## src/common/bit_ops_pkg.sv

```systemverilog
// package of constants and types for the bit, shift and flag unit
package bit_ops_pkg;
	localparam int DATA_W = 8;
	localparam int FLAG_W = 8;
	// status flag bit positions
	localparam int FLAG_C = 0;
	localparam int FLAG_Z = 1;
	localparam int FLAG_N = 2;
	localparam int FLAG_V = 3;
	localparam int FLAG_S = 4;
	localparam int FLAG_H = 5;
	localparam int FLAG_T = 6;
	localparam int FLAG_I = 7;
	localparam logic [7:0] FLAGS_RESET = 8'h00;
	localparam logic [7:0] DATA_RESET = 8'h00;
	// register index of the status flags in the register port
	localparam logic [1:0] REG_STATUS_FLAGS = 2'h0;
	localparam logic [1:0] REG_LAST_RESULT = 2'h1;
	localparam logic [1:0] REG_OP_COUNT = 2'h2;
	localparam int OP_CYCLES = 1;
	typedef enum logic [4:0] {
		OP_NONE,
		OP_ROTATE_LEFT,
		OP_ROTATE_RIGHT,
		OP_ARITH_RIGHT_SHIFT,
		OP_NIBBLE_SWAP,
		OP_FLAG_FORCE_ONE,
		OP_FLAG_FORCE_ZERO,
		OP_BIT_TO_TRANSFER_FLAG,
		OP_TRANSFER_FLAG_TO_BIT,
		OP_CARRY_RAISE,
		OP_CARRY_DROP,
		OP_NEGATIVE_RAISE,
		OP_NEGATIVE_DROP,
		OP_ZERO_RAISE,
		OP_ZERO_DROP,
		OP_IRQ_ENABLE_RAISE,
		OP_IRQ_ENABLE_DROP,
		OP_SIGN_RAISE,
		OP_SIGN_DROP,
		OP_OVERFLOW_RAISE,
		OP_OVERFLOW_DROP,
		OP_TRANSFER_FLAG_RAISE,
		OP_TRANSFER_FLAG_DROP,
		OP_BREAK
	} op_e;
endpackage : bit_ops_pkg

```

## src/common/shift_unit_if.sv

```systemverilog
// interface between the flag unit and its shift datapath
`timescale 1ns/1ns
interface shift_unit_if;
	logic [7:0] operand;
	logic carry_in;
	bit_ops_pkg::op_e op;
	logic [7:0] result;
	logic carry_out;
	logic overflow_out;
	modport ctrl (output operand, output carry_in, output op,
		input result, input carry_out, input overflow_out);
	modport dp (input operand, input carry_in, input op,
		output result, output carry_out, output overflow_out);
endinterface : shift_unit_if

```

## src/hw/shift_datapath.sv

```systemverilog
// combinational rotate, shift and swap datapath
`timescale 1ns/1ns
module shift_datapath (
	shift_unit_if.dp su
);
	always_comb begin
		su.result = su.operand;
		su.carry_out = su.carry_in;
		case (su.op)
			bit_ops_pkg::OP_ROTATE_LEFT: begin
				su.result = {su.operand[6:0], su.carry_in}; // RULE_01
				su.carry_out = su.operand[7]; // RULE_01
			end
			bit_ops_pkg::OP_ROTATE_RIGHT: begin
				su.result = {su.carry_in, su.operand[7:1]}; // RULE_02
				su.carry_out = su.operand[0]; // RULE_02
			end
			bit_ops_pkg::OP_ARITH_RIGHT_SHIFT: begin
				su.result = {su.operand[7], su.operand[7:1]}; // RULE_03 RULE_04
				su.carry_out = su.operand[0]; // RULE_04
			end
			bit_ops_pkg::OP_NIBBLE_SWAP: begin
				su.result = {su.operand[3:0], su.operand[7:4]}; // RULE_05
			end
			default: begin
			end
		endcase
		// overflow is negative xor carry of the result
		su.overflow_out = su.result[7] ^ su.carry_out; // RULE_06
	end
endmodule : shift_datapath

```

## src/hw/bit_shift_flag_ops.sv

```systemverilog
// bit, shift and status flag execution unit
//
// The address map and the strobed register port were decided locally.
`timescale 1ns/1ns
//
// Overview of operation
// (RULE_01) rotate left through carry: bit0 from carry, carry from old bit7
// (RULE_02) rotate right through carry: bit7 from carry, carry from old bit0
// (RULE_03) arithmetic right shift moves bit n+1 into bit n for n 0..6
// (RULE_04) arithmetic right shift keeps bit7 and puts old bit0 in carry
// (RULE_05) nibble swap exchanges the halves and leaves every flag alone
// (RULE_06) rotates and arithmetic shift update zero, carry, negative, overflow
// (RULE_07) generic flag set/clear writes one/zero into flag selected by s only
// (RULE_08) bit store copies source bit b to transfer flag; load copies it back
// (RULE_09) single-flag ops force carry, negative, zero, sign, overflow alone
// (RULE_10) dedicated ops force the transfer flag alone
// (RULE_11) dedicated ops raise or drop the global interrupt enable
// (RULE_12) breakpoint acts only for on-chip debug, no normal execution effect
// (RULE_13) every operation here completes in one clock cycle
module bit_shift_flag_ops (
	input wire logic mclk_i,
	input wire logic resetn_i,
	input wire logic op_valid_i,
	input wire bit_ops_pkg::op_e op_i,
	input wire logic [7:0] operand_i,
	input wire logic [2:0] bit_sel_i,
	input wire logic debug_enable_i,
	input wire logic [1:0] reg_addr_i,
	input wire logic [7:0] reg_wdata_i,
	input wire logic reg_wr_i,
	input wire logic reg_rd_i,
	output logic [7:0] reg_rdata_o,
	output logic [7:0] result_o,
	output logic result_valid_o,
	output logic [7:0] flags_o,
	output logic break_o
);
	logic [7:0] flags_q;
	logic [7:0] flags_d;
	logic [7:0] result_q;
	logic [7:0] result_d;
	logic result_wr_d;
	logic result_valid_q;
	logic break_q;
	logic [7:0] op_count_q;
	logic [7:0] rdata_q;
	shift_unit_if su ();

	function automatic logic [7:0] bit_mask(input logic [2:0] idx);
		bit_mask = 8'h01 << idx;
	endfunction : bit_mask

	shift_datapath u_shift (
		.su(su.dp)
	);

	assign su.operand = operand_i;
	assign su.carry_in = flags_q[bit_ops_pkg::FLAG_C];
	assign su.op = op_i;

	always_comb begin
		flags_d = flags_q;
		result_d = su.result;
		result_wr_d = 1'b0;
		case (op_i)
			bit_ops_pkg::OP_ROTATE_LEFT,
			bit_ops_pkg::OP_ROTATE_RIGHT,
			bit_ops_pkg::OP_ARITH_RIGHT_SHIFT: begin
				result_wr_d = 1'b1;
				flags_d[bit_ops_pkg::FLAG_C] = su.carry_out; // RULE_06
				flags_d[bit_ops_pkg::FLAG_Z] = (su.result == 8'h00); // RULE_06
				flags_d[bit_ops_pkg::FLAG_N] = su.result[7]; // RULE_06
				flags_d[bit_ops_pkg::FLAG_V] = su.overflow_out; // RULE_06
			end
			bit_ops_pkg::OP_NIBBLE_SWAP: begin
				result_wr_d = 1'b1; // RULE_05
			end
			bit_ops_pkg::OP_FLAG_FORCE_ONE: begin
				flags_d = flags_q | bit_mask(bit_sel_i); // RULE_07
			end
			bit_ops_pkg::OP_FLAG_FORCE_ZERO: begin
				flags_d = flags_q & ~bit_mask(bit_sel_i); // RULE_07
			end
			bit_ops_pkg::OP_BIT_TO_TRANSFER_FLAG: begin
				flags_d[bit_ops_pkg::FLAG_T] = operand_i[bit_sel_i]; // RULE_08
			end
			bit_ops_pkg::OP_TRANSFER_FLAG_TO_BIT: begin
				result_wr_d = 1'b1;
				result_d = flags_q[bit_ops_pkg::FLAG_T] ? (operand_i | bit_mask(bit_sel_i))
					: (operand_i & ~bit_mask(bit_sel_i)); // RULE_08
			end
			bit_ops_pkg::OP_CARRY_RAISE: flags_d[bit_ops_pkg::FLAG_C] = 1'b1; // RULE_09
			bit_ops_pkg::OP_CARRY_DROP: flags_d[bit_ops_pkg::FLAG_C] = 1'b0; // RULE_09
			bit_ops_pkg::OP_NEGATIVE_RAISE: flags_d[bit_ops_pkg::FLAG_N] = 1'b1; // RULE_09
			bit_ops_pkg::OP_NEGATIVE_DROP: flags_d[bit_ops_pkg::FLAG_N] = 1'b0; // RULE_09
			bit_ops_pkg::OP_ZERO_RAISE: flags_d[bit_ops_pkg::FLAG_Z] = 1'b1; // RULE_09
			bit_ops_pkg::OP_ZERO_DROP: flags_d[bit_ops_pkg::FLAG_Z] = 1'b0; // RULE_09
			bit_ops_pkg::OP_SIGN_RAISE: flags_d[bit_ops_pkg::FLAG_S] = 1'b1; // RULE_09
			bit_ops_pkg::OP_SIGN_DROP: flags_d[bit_ops_pkg::FLAG_S] = 1'b0; // RULE_09
			bit_ops_pkg::OP_OVERFLOW_RAISE: flags_d[bit_ops_pkg::FLAG_V] = 1'b1; // RULE_09
			bit_ops_pkg::OP_OVERFLOW_DROP: flags_d[bit_ops_pkg::FLAG_V] = 1'b0; // RULE_09
			bit_ops_pkg::OP_TRANSFER_FLAG_RAISE: flags_d[bit_ops_pkg::FLAG_T] = 1'b1; // RULE_10
			bit_ops_pkg::OP_TRANSFER_FLAG_DROP: flags_d[bit_ops_pkg::FLAG_T] = 1'b0; // RULE_10
			bit_ops_pkg::OP_IRQ_ENABLE_RAISE: flags_d[bit_ops_pkg::FLAG_I] = 1'b1; // RULE_11
			bit_ops_pkg::OP_IRQ_ENABLE_DROP: flags_d[bit_ops_pkg::FLAG_I] = 1'b0; // RULE_11
			default: begin
			end
		endcase
	end

	// status flags: one instruction per cycle, register writes lose to it
	always_ff @(posedge mclk_i) begin
		if (!resetn_i) begin
			flags_q <= bit_ops_pkg::FLAGS_RESET;
		end else if (op_valid_i) begin
			flags_q <= flags_d; // RULE_13
		end else if (reg_wr_i && reg_addr_i == bit_ops_pkg::REG_STATUS_FLAGS) begin
			flags_q <= reg_wdata_i;
		end
	end

	always_ff @(posedge mclk_i) begin
		if (!resetn_i) begin
			result_q <= bit_ops_pkg::DATA_RESET;
			result_valid_q <= 1'b0;
		end else begin
			result_valid_q <= op_valid_i && result_wr_d; // RULE_13
			if (op_valid_i && result_wr_d) begin
				result_q <= result_d;
			end
		end
	end

	always_ff @(posedge mclk_i) begin
		if (!resetn_i) begin
			break_q <= 1'b0;
		end else begin
			break_q <= op_valid_i && op_i == bit_ops_pkg::OP_BREAK && debug_enable_i; // RULE_12
		end
	end

	always_ff @(posedge mclk_i) begin
		if (!resetn_i) begin
			op_count_q <= 8'h00;
		end else if (reg_wr_i && reg_addr_i == bit_ops_pkg::REG_OP_COUNT) begin
			op_count_q <= 8'h00;
		end else if (op_valid_i) begin
			op_count_q <= op_count_q + 8'h01;
		end
	end

	always_ff @(posedge mclk_i) begin
		if (!resetn_i) begin
			rdata_q <= 8'h00;
		end else if (reg_rd_i) begin
			case (reg_addr_i)
				bit_ops_pkg::REG_STATUS_FLAGS: rdata_q <= flags_q;
				bit_ops_pkg::REG_LAST_RESULT: rdata_q <= result_q;
				bit_ops_pkg::REG_OP_COUNT: rdata_q <= op_count_q;
				default: rdata_q <= 8'h00;
			endcase
		end else begin
			rdata_q <= 8'h00;
		end
	end

	assign reg_rdata_o = rdata_q;
	assign result_o = result_q;
	assign result_valid_o = result_valid_q;
	assign flags_o = flags_q;
	assign break_o = break_q;
endmodule : bit_shift_flag_ops

```

## config.mk

```make
export PLATFORM = sky130hd
export DESIGN_NAME = bit_shift_flag_ops
export DESIGN_NICKNAME = d
export VERILOG_FILES = /design/src/common/bit_ops_pkg.sv /design/src/common/shift_unit_if.sv /design/src/hw/shift_datapath.sv /design/src/hw/bit_shift_flag_ops.sv
export SDC_FILE = /design/constraint.sdc
export NUM_CORES = 1
export LEC_CHECK = 0
export ABC_AREA = 1
export BUFFER_PORTS_ARGS = -buffer_cell sky130_fd_sc_hd__clkbuf_2
export CORE_ASPECT_RATIO = 1.25
export CORE_UTILIZATION = 59
export CTS_CLUSTER_DIAMETER = 50
export DETAILED_ROUTE_END_ITERATION = 8
export PLACE_DENSITY_LB_ADDON = 0.2
export SYNTH_ARGS = -nofsm -noshare
export SYNTH_HDL_FRONTEND = slang
export SYNTH_SLANG_ARGS = --single-unit
```

## constraint.sdc

```tcl
create_clock -name mclk_i -period 2.6 [get_ports mclk_i]
set_clock_uncertainty 0.15 [all_clocks]
set_input_delay 0.52 -clock mclk_i [delete_from_list [all_inputs] [get_ports mclk_i]]
set_output_delay 0.52 -clock mclk_i [all_outputs]
set_load 0.03 [all_outputs]
```

Word level (Yosys, flattened, before mapping):

Index checks and enable logic that the tools add are counted.

* mux-type cells: 18
* shift operators: 1
* add/subtract/negate cells: 1
* reductions and logical operators: 21
* eq/ne operators: 33
* bitwise gates (word level): 7
* $lt $le $gt $ge: 1

Operator list (number)
* $eq A5 B4 Y1 const B: 8
* $eq A5 B5 Y1 const B: 8
* $mux W8: 4
* $pmux W8 S4: 1
* $ne A6 B1 Y1 const B: 5
* $pmux W1 S5: 5
* $pmux W8 S3: 1
* $eq A5 B3 Y1 const B: 4
* $reduce_and A2 Y1: 9
* $and A8 B8 Y8: 2
* $or A8 B8 Y8: 2
* $eq A5 B2 Y1 const B: 2
* $ne A5 B1 Y1 const B: 2
* $add A8 B1 Y8 const B: 1
* $logic_not A8 Y1: 1
* $not A8 Y8: 1
* $pmux W1 S4: 2
* $shl A1 B3 Y8 const A: 1
* $eq A5 B1 Y1 const B: 1
* $logic_and A1 B1 Y1: 5
* $reduce_or A5 Y1: 1
* $lt A3 B4 Y1 const B: 1
* $pmux W1 S2: 2
* $reduce_or A2 Y1: 2
* 10 further kinds: 11

* output and inout bits: 26
* register bits: 34
* logic and storage cells: 95
* bits of input ports: 32

Longest topological paths before layout:

Gate-level depths: netlist (run 1).

* depth after elaboration: 6
* gate-level depth with buffers: 12
* gate-level depth less buffers: 12

Hierarchy:

Synthesis (run 1) repeated with hierarchy kept, for this count alone.

* cells, all modules: 477
* area, all modules: 2728.9 um^2

By module, submodules not included
* bit_shift_flag_ops: times used 1, area each 2363.5 um^2, sequential area each 680.7 um^2, cells each 406
* shift_datapath: times used 1, area each 365.4 um^2, sequential area each 0.0 um^2, cells each 71

Worst setup path after synthesis (run 1):

OpenSTA, ideal clock, no wires.

* path type: input -> register
* from: input port op_i[4]
* to: register flags_q[3], in the netlist flags_o[3]
* path slack: 701 ps
* arrival time: 1629 ps
* stages: 10
* library setup time: 120 ps
* buffers on the path: 2
* required time: 2330 ps
* path through: buf_4 -> inv_4 -> clkbuf_1 -> nor3_1 -> nor3_1 -> inv_1 -> a21oi_1 -> o21ai_1 -> nand3_1 -> a21oi_1

* longest elaborated chain between the ends: 6
* elaborated cells between the ends (all ways): 17
* classes of those cells: 9 x eq/ne; 4 x mux; 1 x bitwise; 3 x reduce/logical

Ends and longest elaborated chain
* start, declared: line bit_shift_flag_ops.sv:24 `input wire bit_ops_pkg::op_e op_i,`
* $eq A5 B2 Y1: line shift_datapath.sv:9, bit_shift_flag_ops.sv:65
* $reduce_or A2 Y1 (no line)
* $pmux W1 S2: line shift_datapath.sv:9 `case (su.op)`
* $xor A1 B1 Y1: line shift_datapath.sv:29 `su.overflow_out = su.result[7] ^ su.carry_out;`
* $pmux W1 S5: line bit_shift_flag_ops.sv:65 `case (op_i)`
* $mux W8: line bit_shift_flag_ops.sv:115 `end else if (op_valid_i) begin`
* end signal, assigned: line bit_shift_flag_ops.sv:114 `flags_q <= bit_ops_pkg::FLAGS_RESET;`
* end signal, assigned: line bit_shift_flag_ops.sv:116 `flags_q <= flags_d;`
* end signal, assigned: line bit_shift_flag_ops.sv:118 `flags_q <= reg_wdata_i;`
* end, declared: line bit_shift_flag_ops.sv:38 `logic [7:0] flags_q;`

Parallel ways exist; a longest one is shown, timed or not.
A chain may end at the register's enable or synchronous reset.

Final worst setup path (run 1):

* from: input port op_i[3]
* to: register flags_q[1], in the netlist flags_o[1]

* longest elaborated chain between the ends: 5
* elaborated cells between the ends (all ways): 15
* classes of those cells: 9 x eq/ne; 3 x mux; 3 x reduce/logical

Ends and longest elaborated chain
* $eq A5 B3 Y1, or another cell as far along: line shift_datapath.sv:9
* $pmux W8 S4: line shift_datapath.sv:9
* $logic_not A8 Y1: line bit_shift_flag_ops.sv:71 `flags_d[bit_ops_pkg::FLAG_Z] = (su.result == 8'h00);`
* $pmux W1 S5: line bit_shift_flag_ops.sv:65
* $mux W8: line bit_shift_flag_ops.sv:115

Parallel ways exist; a longest one is shown, timed or not.

==> impl_metrics.xml, run 1 <==
<?xml version="1.0" encoding="UTF-8"?>
<metrics>
  <group name="critical_path">
    <metric name="worst-setup-path-type" unit="">input pin to register</metric>
    <metric name="worstPathMaxFanout" unit="">18</metric>
    <metric name="critical-path-top-cell-by-count" unit="">sky130_fd_sc_hd__nand2_1</metric>
    <metric name="kind_of_capture_point_of_the_worst_setup_path" unit="">register</metric>
    <metric name="crit_required" unit="ps">2680</metric>
    <metric name="cpMaxStageDelayCell" unit="">sky130_fd_sc_hd__nor2_4</metric>
    <metric name="cpPeakStageDelay" unit="ps">370</metric>
    <metric name="critical_path.cell_chain" unit="">clkbuf_2, nor2_4, o211ai_2, nand2_2, inv_2, nand2_1, nand2_1, nor2_1, nand2_1, o21bai_1, nand2_1, a21oi_1</metric>
    <metric name="setup.worst_path.start_class" unit="">input pin</metric>
    <metric name="largest_delay_contributor_family_on_the_critical_path" unit="">simple AND/OR/NAND/NOR gates</metric>
    <metric name="cp.buffers_inverters" unit="">2</metric>
    <metric name="worst-endpoint-arrival" unit="ps">2170</metric>
  </group>
  <group name="floorplanning">
    <metric name="rows" unit="">26</metric>
    <metric name="die-area" unit="sq um">4640</metric>
    <metric name="floorplan.initialDensity" unit="">0.624</metric>
    <metric name="core-area" unit="sq um">4130</metric>
    <metric name="io-pin-count" unit="">58</metric>
    <metric name="die_w" unit="um">61.1</metric>
    <metric name="die_y" unit="um">75.9</metric>
  </group>
  <group name="global_route">
    <metric name="use_met2" unit="">0.599</metric>
    <metric name="grt_most_used_layer" unit="">met2</metric>
    <metric name="first_global_vias" unit="">2760</metric>
    <metric name="fraction_of_met3_tracks_used_by_global_routing" unit="">0.0815</metric>
    <metric name="antenna_violations_before_repair" unit="">0</metric>
    <metric name="grt_max_degree" unit="">35</metric>
    <metric name="global_route.usage.total" unit="">0.379</metric>
    <metric name="total_congestion_overflow" unit="">0</metric>
    <metric name="grt_first_pass_wirelength" unit="um">12900</metric>
    <metric name="grtUsageMet1" unit="">0.454</metric>
  </group>
  <group name="yosys">
    <metric name="ys_types" unit="">40</metric>
    <metric name="synthMostInstantiatedCell" unit="">sky130_fd_sc_hd__nand2_1</metric>
    <metric name="synth-edff-count" unit="">0</metric>
    <metric name="synth.top_cell.area_share" unit="">0.264</metric>
    <metric name="synth.top_cells.by_count" unit="">sky130_fd_sc_hd__nand2_1 (88), sky130_fd_sc_hd__inv_1 (45), sky130_fd_sc_hd__nand3_1 (42)</metric>
    <metric name="post_synthesis_cell_count" unit="">423</metric>
    <metric name="synthTopCellsByArea" unit="">sky130_fd_sc_hd__dfxtp_1 (26%), sky130_fd_sc_hd__nand2_1 (13%), sky130_fd_sc_hd__nand3_1 (8.2%)</metric>
    <metric name="avgSynthCellArea" unit="sq um">6.09</metric>
    <metric name="syn_nets" unit="">456</metric>
    <metric name="fraction_of_registers_with_async_set_reset" unit="">0</metric>
    <metric name="seq_area_frac_synth" unit="">0.264</metric>
    <metric name="synth.yosys.warnings" unit="">0</metric>
    <metric name="mapped_area" unit="sq um">2580</metric>
    <metric name="synth_largest_area_cell" unit="">sky130_fd_sc_hd__dfxtp_1</metric>
    <metric name="synth_top_flop_cell" unit="">sky130_fd_sc_hd__dfxtp_1</metric>
    <metric name="ys_ff_latch" unit="">34</metric>
  </group>
  <group name="power_and_ir_drop">
    <metric name="ir_drop" unit="mV">0.229</metric>
    <metric name="total_leakage_power" unit="nW">1.50</metric>
    <metric name="power_density" unit="nW/um^2">455</metric>
  </group>
  <group name="layout">
    <metric name="layout.area.seq" unit="sq um">681</metric>
    <metric name="design.final.nets" unit="">509</metric>
    <metric name="total_area_of_multi_input_combinational_cells" unit="sq um">1610</metric>
    <metric name="insertedDiodeCount" unit="">0</metric>
    <metric name="fillerInstances" unit="">381</metric>
    <metric name="drive_gt1_frac" unit="">0.199</metric>
    <metric name="syn_to_final_growth" unit="%">16.5</metric>
  </group>
  <group name="cts">
    <metric name="clk_pin_slew_worst_paths" unit="ps">70</metric>
    <metric name="post-cts-setup-buffer-count" unit="">0</metric>
    <metric name="clock_tree.buffer_depth" unit="">2</metric>
    <metric name="htreeDepth" unit="">2</metric>
    <metric name="clk_latency" unit="ps">290</metric>
    <metric name="tritoncts_clock_tree" unit="">yes</metric>
    <metric name="cts-buffers-inserted" unit="">5</metric>
    <metric name="cts_num_sinks" unit="">34</metric>
    <metric name="ctsHoldBuffers" unit="">0</metric>
    <metric name="cts.repair.resized" unit="">0</metric>
    <metric name="clk_root_buffer_cell" unit="">sky130_fd_sc_hd__clkbuf_8</metric>
  </group>
  <group name="sta">
    <metric name="finalCriticalPeriod" unit="ps">2090</metric>
    <metric name="finalMaxSlewViolations" unit="">0</metric>
    <metric name="setup_violations" unit="">0</metric>
    <metric name="finalHoldViolCount" unit="">0</metric>
    <metric name="hold_ws" unit="ps">312</metric>
    <metric name="share_of_the_cycle_needed_by_the_critical_path_after_routing" unit="">0.804</metric>
    <metric name="tightest_slew" unit="ps">589</metric>
    <metric name="max_clock_freq" unit="GHz">0.478</metric>
    <metric name="timing.setup.tns" unit="ps">0</metric>
    <metric name="relSlewSlack" unit="">0.608</metric>
    <metric name="rsz0062_at_grt" unit="">no</metric>
  </group>
  <group name="drt">
    <metric name="routedWlPerCell" unit="um">15.6</metric>
    <metric name="remaining_drc_errors" unit="">0</metric>
    <metric name="dr.first_iter.drc_count" unit="">289</metric>
    <metric name="drt-vias-per-instance" unit="">6.07</metric>
    <metric name="detail_route.first_pass.iterations" unit="">5</metric>
    <metric name="drtAntennaViolNets" unit="">0</metric>
    <metric name="via_count" unit="">3234</metric>
    <metric name="wire_length_after_detailed_routing" unit="um">8340</metric>
  </group>
  <group name="run_status">
    <metric name="run_status" unit="">complete, no violations</metric>
  </group>
  <group name="hold_path">
    <metric name="hp-class" unit="">input pin to register</metric>
  </group>
  <group name="placed_design">
    <metric name="buffer_ports.inserted" unit="">57</metric>
    <metric name="finalWeightedCongestion" unit="">0.941</metric>
    <metric name="hpwl" unit="um">6170</metric>
  </group>
  <group name="flow_run">
    <metric name="drv_cap" unit="">0</metric>
  </group>
</metrics>
-- cells in the final DEF (no fill, tap or decap), types with 2 or more instances in the layout --
cell,count
sky130_fd_sc_hd__a21oi_1,35
sky130_fd_sc_hd__a31oi_1,12
sky130_fd_sc_hd__buf_4,5
sky130_fd_sc_hd__clkbuf_2,57
sky130_fd_sc_hd__clkbuf_8,8
sky130_fd_sc_hd__dfxtp_1,34
sky130_fd_sc_hd__inv_1,45
sky130_fd_sc_hd__inv_2,8
sky130_fd_sc_hd__nand2_1,88
sky130_fd_sc_hd__nand2_2,2
sky130_fd_sc_hd__nand3_1,42
sky130_fd_sc_hd__nand3_2,3
sky130_fd_sc_hd__nand3b_1,2
sky130_fd_sc_hd__nand4_1,25
sky130_fd_sc_hd__nor2_1,33
sky130_fd_sc_hd__nor2_2,3
sky130_fd_sc_hd__nor2_4,4
sky130_fd_sc_hd__nor3_1,6
sky130_fd_sc_hd__nor3b_1,2
sky130_fd_sc_hd__o211ai_1,6
sky130_fd_sc_hd__o21ai_0,33
sky130_fd_sc_hd__o21ai_1,5
sky130_fd_sc_hd__or2_2,2
-- worst reg2reg max path: stages (launching register included) --
cell                       delay (ps)
sky130_fd_sc_hd__dfxtp_1          490
sky130_fd_sc_hd__inv_1            120
sky130_fd_sc_hd__o21ai_1          140
sky130_fd_sc_hd__nor2_1            60
sky130_fd_sc_hd__nand2_1          160
sky130_fd_sc_hd__nand3_1          110
sky130_fd_sc_hd__nand3_1           90
sky130_fd_sc_hd__o211ai_1          80
sky130_fd_sc_hd__a21oi_1          130
-- power breakdown --
group	internal [W]	switching (W)
Sequential	0.000542	0.0000240
Clock	0.000268	0.000198
Combinational	0.000100	0.000234
-- kinds of logic (layout without fill, tap and decap cells) --
group,count (synthesis),after routing,synth area share
buffers and inverters,71,125,0.111
adder cells (fa/ha/maj),1,1,0.00486
AND/OR/NAND/NOR,215,215,0.395
AO/OA/AOI/OAI,102,102,0.224
flip-flops,34,34,0.264
-- per-layer routing --
metal	wire, um	share of wire
met1	3270	0.39
met2	3890	0.47
met3	678	0.081
met4	488	0.059
met5	0	0
-- per-stage QoR --
| stage | setup WS, ps | area, sq um | total power [W] | cells | utilization |
|---|---|---|---|---|---|
| floorplan | 701 | 2580 | 0.000789 | 423 | - |
| global placement | 308 | 2890 | 0.000898 | 525 | 0.700 |
| detailed placement | 238 | 2890 | 0.000901 | 525 | 0.700 |
| CTS | 534 | 3000 | 0.00136 | 533 | 0.727 |
| global route | 319 | 3000 | 0.00142 | 533 | 0.727 |
| finish | 509 | 3000 | 0.00137 | 533 | 0.727 |
-- flip-flops by register name, indices dropped and copies added (netlist names), named ones only --
signal          cells
break_o             1
flags_o             7
result_valid_o      1
op_count_q          8
result_o            8
reg_rdata_o         8
-- layout make-up --
cell class / count / area share
multi-input combinational: 318 / 0.536
sequential: 34 / 0.227
timing repair buffer: 62 / 0.108
inverter: 55 / 0.0696
clock buffer: 8 / 0.0367
tap: 56 / 0.0233
-- final timing paths --
path	startpoint	endpoint	slack, ps	cells after the start
worst max register to register	flags_o[0]$_SDFFE_PN0P_	flags_o[2]$_SDFFE_PN0P_	1010	8
worst min register to register	register	register	330	2
worst min-delay path	debug_enable_i	break_o$_SDFF_PN0_	310	3
worst max-delay path	op_i[3]	flags_o[1]$_SDFFE_PN0P_	510	12
Power figures use the tool's default switching activity.
==> run 2: changes to the inputs <==
Settings changed: CORE_UTILIZATION 59 to 55.
Clock period 2.6 ns to 2.19 ns, I/O delays scaled along.
==> run 2 against run 1 <==
Net effect: non-clock buffer count increased by 5; count of clock-buffer cells in the layout down 1; clock power rose by 5.2%; critical path type unchanged; largest power group unchanged; largest cell class unchanged.
==> impl_metrics.xml, run 2 (same netlist as run 1, synthesis figures left out) <==
<?xml version="1.0" encoding="UTF-8"?>
<metrics>
  <group name="critical_path">
    <metric name="cp.buffers_inverters" unit="">3</metric>
    <metric name="critical_path.cell_chain" unit="">clkbuf_2, inv_2, nor2_2, nand3_2, nand2_1, inv_1, nand2_1, nor2_1, nand3_1, o21bai_1, nand2_1, a21oi_1</metric>
    <metric name="setup.worst_path.start_class" unit="">input pin</metric>
    <metric name="kind_of_capture_point_of_the_worst_setup_path" unit="">register</metric>
    <metric name="critical-path-top-cell-by-count" unit="">sky130_fd_sc_hd__nand2_1</metric>
    <metric name="reg2reg_setup_slack" unit="ps">590</metric>
    <metric name="cpPeakStageDelay" unit="ps">310</metric>
    <metric name="path_depth" unit="">12</metric>
    <metric name="worstPathMaxFanout" unit="">9</metric>
    <metric name="worst_setup_path_endpoint" unit="">flags_o[1]$_SDFFE_PN0P_</metric>
    <metric name="worst-endpoint-arrival" unit="ps">1900</metric>
    <metric name="largest_delay_contributor_family_on_the_critical_path" unit="">simple AND/OR/NAND/NOR gates</metric>
    <metric name="cpMaxStageDelayCell" unit="">sky130_fd_sc_hd__nor2_2</metric>
    <metric name="reg2reg_to" unit="">flags_o[3]$_SDFFE_PN0P_</metric>
    <metric name="r2r-start" unit="">flags_o[0]$_SDFFE_PN0P_</metric>
    <metric name="worst-setup-path-type" unit="">input pin to register</metric>
    <metric name="crit_required" unit="ps">2200</metric>
    <metric name="crit_path_start" unit="">op_i[0]</metric>
    <metric name="number_of_cells_on_the_worst_reg_to_reg_path" unit="">8</metric>
  </group>
  <group name="global_route">
    <metric name="grt_max_degree" unit="">20</metric>
    <metric name="total_congestion_overflow" unit="">0</metric>
    <metric name="grt_first_pass_wirelength" unit="um">13300</metric>
    <metric name="antenna_violations_before_repair" unit="">0</metric>
    <metric name="first_global_vias" unit="">2858</metric>
    <metric name="global_route.usage.total" unit="">0.338</metric>
  </group>
  <group name="layout">
    <metric name="layout.cells.most_common_list" unit="">sky130_fd_sc_hd__nand2_1 (88), sky130_fd_sc_hd__clkbuf_2 (57), sky130_fd_sc_hd__inv_1 (45)</metric>
    <metric name="layout_commonest_cell" unit="">sky130_fd_sc_hd__nand2_1</metric>
    <metric name="design.final.nets" unit="">514</metric>
    <metric name="drive_gt1_frac" unit="">0.205</metric>
    <metric name="layout.area.seq" unit="sq um">681</metric>
    <metric name="syn_to_final_growth" unit="%">17.8</metric>
    <metric name="finish.instance_area" unit="sq um">3040</metric>
    <metric name="fillerInstances" unit="">444</metric>
    <metric name="insertedDiodeCount" unit="">0</metric>
    <metric name="total_area_of_multi_input_combinational_cells" unit="sq um">1610</metric>
  </group>
  <group name="drt">
    <metric name="routedWlPerCell" unit="um">14.9</metric>
    <metric name="wire_length_after_detailed_routing" unit="um">8040</metric>
    <metric name="drt-vias-per-instance" unit="">5.86</metric>
    <metric name="detail_route.first_pass.iterations" unit="">5</metric>
    <metric name="remaining_drc_errors" unit="">0</metric>
    <metric name="drtAntennaViolNets" unit="">0</metric>
    <metric name="dr.first_iter.drc_count" unit="">314</metric>
    <metric name="via_count" unit="">3167</metric>
  </group>
  <group name="floorplanning">
    <metric name="rows" unit="">27</metric>
    <metric name="io-pin-count" unit="">58</metric>
    <metric name="core-area" unit="sq um">4460</metric>
    <metric name="die_w" unit="um">63.2</metric>
    <metric name="floorplan.initialDensity" unit="">0.578</metric>
    <metric name="die_y" unit="um">78.5</metric>
    <metric name="die-area" unit="sq um">4960</metric>
  </group>
  <group name="cts">
    <metric name="cts_num_sinks" unit="">34</metric>
    <metric name="cts-buffers-inserted" unit="">5</metric>
    <metric name="cts.repair.resized" unit="">0</metric>
    <metric name="htreeDepth" unit="">2</metric>
    <metric name="clk_latency" unit="ps">290</metric>
    <metric name="post-cts-setup-buffer-count" unit="">0</metric>
    <metric name="clk_pin_slew_worst_paths" unit="ps">80</metric>
    <metric name="tritoncts_clock_tree" unit="">yes</metric>
    <metric name="clock_tree.buffer_depth" unit="">2</metric>
    <metric name="ctsHoldBuffers" unit="">0</metric>
    <metric name="clk_root_buffer_cell" unit="">sky130_fd_sc_hd__clkbuf_8</metric>
  </group>
  <group name="power_and_ir_drop">
    <metric name="total_switching_power" unit="W">0.000541</metric>
    <metric name="relative_contribution_of_combinational_cells_to_total_power" unit="">0.258</metric>
    <metric name="total_leakage_power" unit="nW">1.51</metric>
    <metric name="cellInternalPower" unit="W">0.00102</metric>
    <metric name="power_share_of_the_clock_group" unit="">0.313</metric>
    <metric name="power_density" unit="nW/um^2">516</metric>
    <metric name="power_switching_share" unit="">0.345</metric>
    <metric name="seqPwrFrac" unit="">0.429</metric>
    <metric name="ir_drop" unit="mV">0.311</metric>
  </group>
  <group name="sta">
    <metric name="share_of_the_cycle_needed_by_the_critical_path_after_routing" unit="">0.862</metric>
    <metric name="finalMaxSlewViolations" unit="">0</metric>
    <metric name="timing.setup.tns" unit="ps">0</metric>
    <metric name="relSlewSlack" unit="">0.611</metric>
    <metric name="tightest_slew" unit="ps">578</metric>
    <metric name="rsz0062_at_grt" unit="">no</metric>
    <metric name="max_clock_freq" unit="GHz">0.530</metric>
    <metric name="finalHoldViolCount" unit="">0</metric>
    <metric name="hold_ws" unit="ps">229</metric>
    <metric name="finalCriticalPeriod" unit="ps">1890</metric>
    <metric name="setup_violations" unit="">0</metric>
  </group>
  <group name="placed_design">
    <metric name="finalWeightedCongestion" unit="">0.994</metric>
    <metric name="buffer_ports.inserted" unit="">57</metric>
    <metric name="hpwl" unit="um">6280</metric>
    <metric name="placed_cell_area" unit="sq um">2940</metric>
  </group>
  <group name="run_status">
    <metric name="run_status" unit="">complete, no violations</metric>
  </group>
  <group name="hold_path">
    <metric name="hp-class" unit="">input pin to register</metric>
  </group>
  <group name="flow_run">
    <metric name="drv_cap" unit="">0</metric>
  </group>
</metrics>
-- run 2: changes by cell type in the layout (fill, tap and decap cells not counted), sizes merged --
cell and delta:
buf +5, clkbuf -1, clkinv +1
-- run 2: final cells by class --
class	instances	area share
Multi-Input combinational cell	318	0.530
Sequential cell	34	0.224
Timing Repair Buffer	67	0.123
Inverter	55	0.0688
Clock buffer	7	0.0284
Tap cell	58	0.0239
Clock inverter	1	0.00165
-- run 2: worst min-delay path by stage --
stage	startpoint	endpoint	cells after the start
floorplan	op_count_q[7]$_SDFFE_PP0P_	op_count_q[7]$_SDFFE_PP0P_	2
global placement	register	register	2
detailed placement	op_count_q[7]$_SDFFE_PP0P_	op_count_q[7]$_SDFFE_PP0P_	2
CTS	debug_enable_i	break_o$_SDFF_PN0_	3
global route	debug_enable_i	break_o$_SDFF_PN0_	3
finish	debug_enable_i	break_o$_SDFF_PN0_	3
-- run 2: routing by layer --
metal  vias to the layer above  global-route usage  wire length, um
met5                         -                   0                0
met4                         0               0.209              367
met3                        27              0.0407              482
met2                       182               0.583             3930
met1                      1390               0.393             3270
li1                       1568                   -                -
-- run 2: per-stage QoR --
step	setup slack [ps]	cells	power (W)	utilization
floorplan	373	423	0.000937	-
global placement	65.2	532	0.00108	0.660
detailed placement	37.5	532	0.00108	0.660
CTS	340	540	0.00155	0.681
global route	159	540	0.00163	0.681
finish	302	540	0.00157	0.681
-- run 2: worst register-to-register path: stages (launching register included) --
cell and delay (ps):
sky130_fd_sc_hd__dfxtp_1 490, sky130_fd_sc_hd__inv_1 100, sky130_fd_sc_hd__o21ai_1 140, sky130_fd_sc_hd__nor2_1 60
sky130_fd_sc_hd__nand2_1 150, sky130_fd_sc_hd__a21oi_1 100, sky130_fd_sc_hd__o21ai_1 120, sky130_fd_sc_hd__nand3_1 100
sky130_fd_sc_hd__a21oi_1 130
-- run 2: power groups by stage --
stage / clock network, W / logic, W / registers (W)
6_report: 0.000490 / 0.000404 / 0.000671
3_3_place_gp: 0 / 0.000391 / 0.000684
5_1_grt: 0.000515 / 0.000445 / 0.000675
3_5_place_dp: 0 / 0.000396 / 0.000684
2_1_floorplan: 0 / 0.000220 / 0.000717
4_1_cts: 0.000486 / 0.000398 / 0.000670
==> run 3: changes to the inputs <==
Settings changed: BUFFER_PORTS_ARGS -buffer_cell sky130_fd_sc_hd__clkbuf_2 to -buffer_cell sky130_fd_sc_hd__buf_2.
==> run 3 against run 2 <==
Net effect: register-to-register slack improved by 30 ps; cell count down 0.19%; critical path depth down 4; non-clock buffer count is 1 higher; first-iteration DRC count down 18%; sequential cell count is the same; worst setup slack gained 77 ps; sequential power about the same; final area shrank 0.45%; routed wire length decreased by 0.87%; critical endpoint is now result_o[6]$_SDFFE_PN0P_; largest power group unchanged.
==> impl_metrics.xml, run 3 (same netlist as run 1, synthesis figures left out) <==
<?xml version="1.0" encoding="UTF-8"?>
<metrics>
  <group name="cts">
    <metric name="ctsHoldBuffers" unit="">0</metric>
    <metric name="clock_tree.buffer_depth" unit="">2</metric>
    <metric name="clk_pin_slew_worst_paths" unit="ps">70</metric>
    <metric name="clk_root_buffer_cell" unit="">sky130_fd_sc_hd__clkbuf_8</metric>
    <metric name="cts-buffers-inserted" unit="">5</metric>
    <metric name="cts_num_sinks" unit="">34</metric>
    <metric name="clk_latency" unit="ps">280</metric>
    <metric name="htreeDepth" unit="">2</metric>
    <metric name="tritoncts_clock_tree" unit="">yes</metric>
    <metric name="post-cts-setup-buffer-count" unit="">0</metric>
    <metric name="cts.repair.resized" unit="">0</metric>
  </group>
  <group name="drt">
    <metric name="remaining_drc_errors" unit="">0</metric>
    <metric name="dr.first_iter.drc_count" unit="">258</metric>
    <metric name="via_count" unit="">3228</metric>
    <metric name="drt-vias-per-instance" unit="">5.99</metric>
    <metric name="detail_route.first_pass.iterations" unit="">6</metric>
    <metric name="routedWlPerCell" unit="um">14.8</metric>
    <metric name="drtAntennaViolNets" unit="">0</metric>
    <metric name="wire_length_after_detailed_routing" unit="um">7970</metric>
  </group>
  <group name="sta">
    <metric name="relSlewSlack" unit="">0.694</metric>
    <metric name="max_clock_freq" unit="GHz">0.552</metric>
    <metric name="finalMaxSlewViolations" unit="">0</metric>
    <metric name="rsz0062_at_grt" unit="">no</metric>
    <metric name="share_of_the_cycle_needed_by_the_critical_path_after_routing" unit="">0.827</metric>
    <metric name="timing.setup.tns" unit="ps">0</metric>
    <metric name="finalHoldViolCount" unit="">0</metric>
    <metric name="hold_ws" unit="ps">275</metric>
    <metric name="setup_violations" unit="">0</metric>
    <metric name="finalCriticalPeriod" unit="ps">1810</metric>
    <metric name="tightest_slew" unit="ps">457</metric>
  </group>
  <group name="layout">
    <metric name="layout.cells.most_common_list" unit="">sky130_fd_sc_hd__nand2_1 (88), sky130_fd_sc_hd__buf_2 (57), sky130_fd_sc_hd__inv_1 (45)</metric>
    <metric name="layout_commonest_cell" unit="">sky130_fd_sc_hd__nand2_1</metric>
    <metric name="design.final.nets" unit="">515</metric>
    <metric name="total_area_of_multi_input_combinational_cells" unit="sq um">1610</metric>
    <metric name="fillerInstances" unit="">444</metric>
    <metric name="insertedDiodeCount" unit="">0</metric>
    <metric name="drive_gt1_frac" unit="">0.206</metric>
    <metric name="syn_to_final_growth" unit="%">17.3</metric>
    <metric name="final_non_filler_cells" unit="">539</metric>
    <metric name="layout.area.seq" unit="sq um">681</metric>
    <metric name="finish.instance_area" unit="sq um">3020</metric>
  </group>
  <group name="hold_path">
    <metric name="min_path_cells" unit="">3</metric>
    <metric name="hold_path.startpoint" unit="">debug_enable_i</metric>
    <metric name="hp-class" unit="">input pin to register</metric>
    <metric name="holdPathEnd" unit="">break_o$_SDFF_PN0_</metric>
  </group>
  <group name="critical_path">
    <metric name="r2r-start" unit="">flags_o[0]$_SDFFE_PN0P_</metric>
    <metric name="setup.worst_path.start_class" unit="">input pin</metric>
    <metric name="worstPathMaxFanout" unit="">22</metric>
    <metric name="crit_required" unit="ps">2240</metric>
    <metric name="kind_of_capture_point_of_the_worst_setup_path" unit="">register</metric>
    <metric name="critical_path.cell_chain" unit="">buf_2, inv_4, nand3_1, nor2_2, inv_2, a21oi_1, o21ai_0, a31oi_1</metric>
    <metric name="cpPeakStageDelay" unit="ps">290</metric>
    <metric name="worst-setup-path-type" unit="">input pin to register</metric>
    <metric name="cp.buffers_inverters" unit="">3</metric>
    <metric name="reg2reg_to" unit="">flags_o[3]$_SDFFE_PN0P_</metric>
    <metric name="reg2reg_setup_slack" unit="ps">620</metric>
    <metric name="cpMaxStageDelayCell" unit="">sky130_fd_sc_hd__nor2_2</metric>
    <metric name="worst-endpoint-arrival" unit="ps">1860</metric>
    <metric name="largest_delay_contributor_family_on_the_critical_path" unit="">buffers and inverters</metric>
    <metric name="number_of_cells_on_the_worst_reg_to_reg_path" unit="">8</metric>
  </group>
  <group name="global_route">
    <metric name="grt_max_degree" unit="">23</metric>
    <metric name="antenna_violations_before_repair" unit="">0</metric>
    <metric name="first_global_vias" unit="">2876</metric>
    <metric name="global_route.usage.total" unit="">0.329</metric>
    <metric name="total_congestion_overflow" unit="">0</metric>
    <metric name="grt_first_pass_wirelength" unit="um">12900</metric>
  </group>
  <group name="placed_design">
    <metric name="finalWeightedCongestion" unit="">0.979</metric>
    <metric name="hpwl" unit="um">6140</metric>
    <metric name="placed_cell_area" unit="sq um">2940</metric>
    <metric name="buffer_ports.inserted" unit="">57</metric>
    <metric name="cell_count_post_placement" unit="">533</metric>
  </group>
  <group name="floorplanning">
    <metric name="floorplan.initialDensity" unit="">0.578</metric>
    <metric name="rows" unit="">27</metric>
    <metric name="die_y" unit="um">78.5</metric>
    <metric name="core-area" unit="sq um">4460</metric>
    <metric name="die_w" unit="um">63.2</metric>
    <metric name="die-area" unit="sq um">4960</metric>
    <metric name="io-pin-count" unit="">58</metric>
  </group>
  <group name="flow_run">
    <metric name="drv_cap" unit="">0</metric>
  </group>
  <group name="power_and_ir_drop">
    <metric name="totalPowerFinal" unit="W">0.00152</metric>
    <metric name="ir_drop" unit="mV">0.279</metric>
    <metric name="total_leakage_power" unit="nW">1.52</metric>
    <metric name="power_density" unit="nW/um^2">504</metric>
  </group>
  <group name="run_status">
    <metric name="run_status" unit="">complete, no violations</metric>
  </group>
</metrics>
## run 3: changes by cell type in the layout (fill, tap and decap cells not counted)
cell,delta
sky130_fd_sc_hd__buf_4,+2
sky130_fd_sc_hd__buf_2,+57
sky130_fd_sc_hd__clkbuf_1,-1
sky130_fd_sc_hd__buf_12,-1
sky130_fd_sc_hd__clkinv_2,-1
sky130_fd_sc_hd__clkbuf_2,-57
## run 3: through the flow
stage	setup WS (ps)	utilization
after global placement	146	0.659
after CTS	411	0.678
after detailed placement	126	0.659
final	379	0.678
after global routing	200	0.678
after floorplan	373	-
## run 3: worst reg2reg max path: cells and delay by family (launching register included)
family | cells | cell delay [ps]
compound gates | 4 | 460
buf+inv | 1 | 110
simple gates | 3 | 310
flops | 1 | 490
## run 3: worst max path at each step
stage            start                       end  cells past startpoint
6_report       op_i[4]  result_o[6]$_SDFFE_PN0P_                      8
2_1_floorplan  op_i[4]   flags_o[3]$_SDFFE_PN0P_                     10
4_1_cts        op_i[4]   flags_o[1]$_SDFFE_PN0P_                     12
3_5_place_dp   op_i[4]   flags_o[1]$_SDFFE_PN0P_                     12
5_1_grt        op_i[0]   flags_o[6]$_SDFFE_PN0P_                      9
3_3_place_gp   op_i[0]   flags_o[1]$_SDFFE_PN0P_                     12
## run 3: where the power goes
group | switching (W) | internal (W)
clock | 0.000205 | 0.000242
sequential | 0.0000270 | 0.000644
combinational | 0.000278 | 0.000127
total | 0.000509 | 0.00101
## run 3: area by class of cell
type / instances / area share
clock buffer: 6 / 0.0273
multi-input combinational: 318 / 0.533
sequential: 34 / 0.225
inverter: 55 / 0.0692
tap: 58 / 0.0240
timing repair buffer: 68 / 0.122
## run 3: routing by layer
metal / track usage / part of all wire / up-vias
met2: 0.583 / 0.48 / 219
met3: 0.0320 / 0.088 / 40
met1: 0.371 / 0.37 / 1401
li1: - / - / 1568
met5: 0 / 0 / -
met4: 0.216 / 0.060 / 0
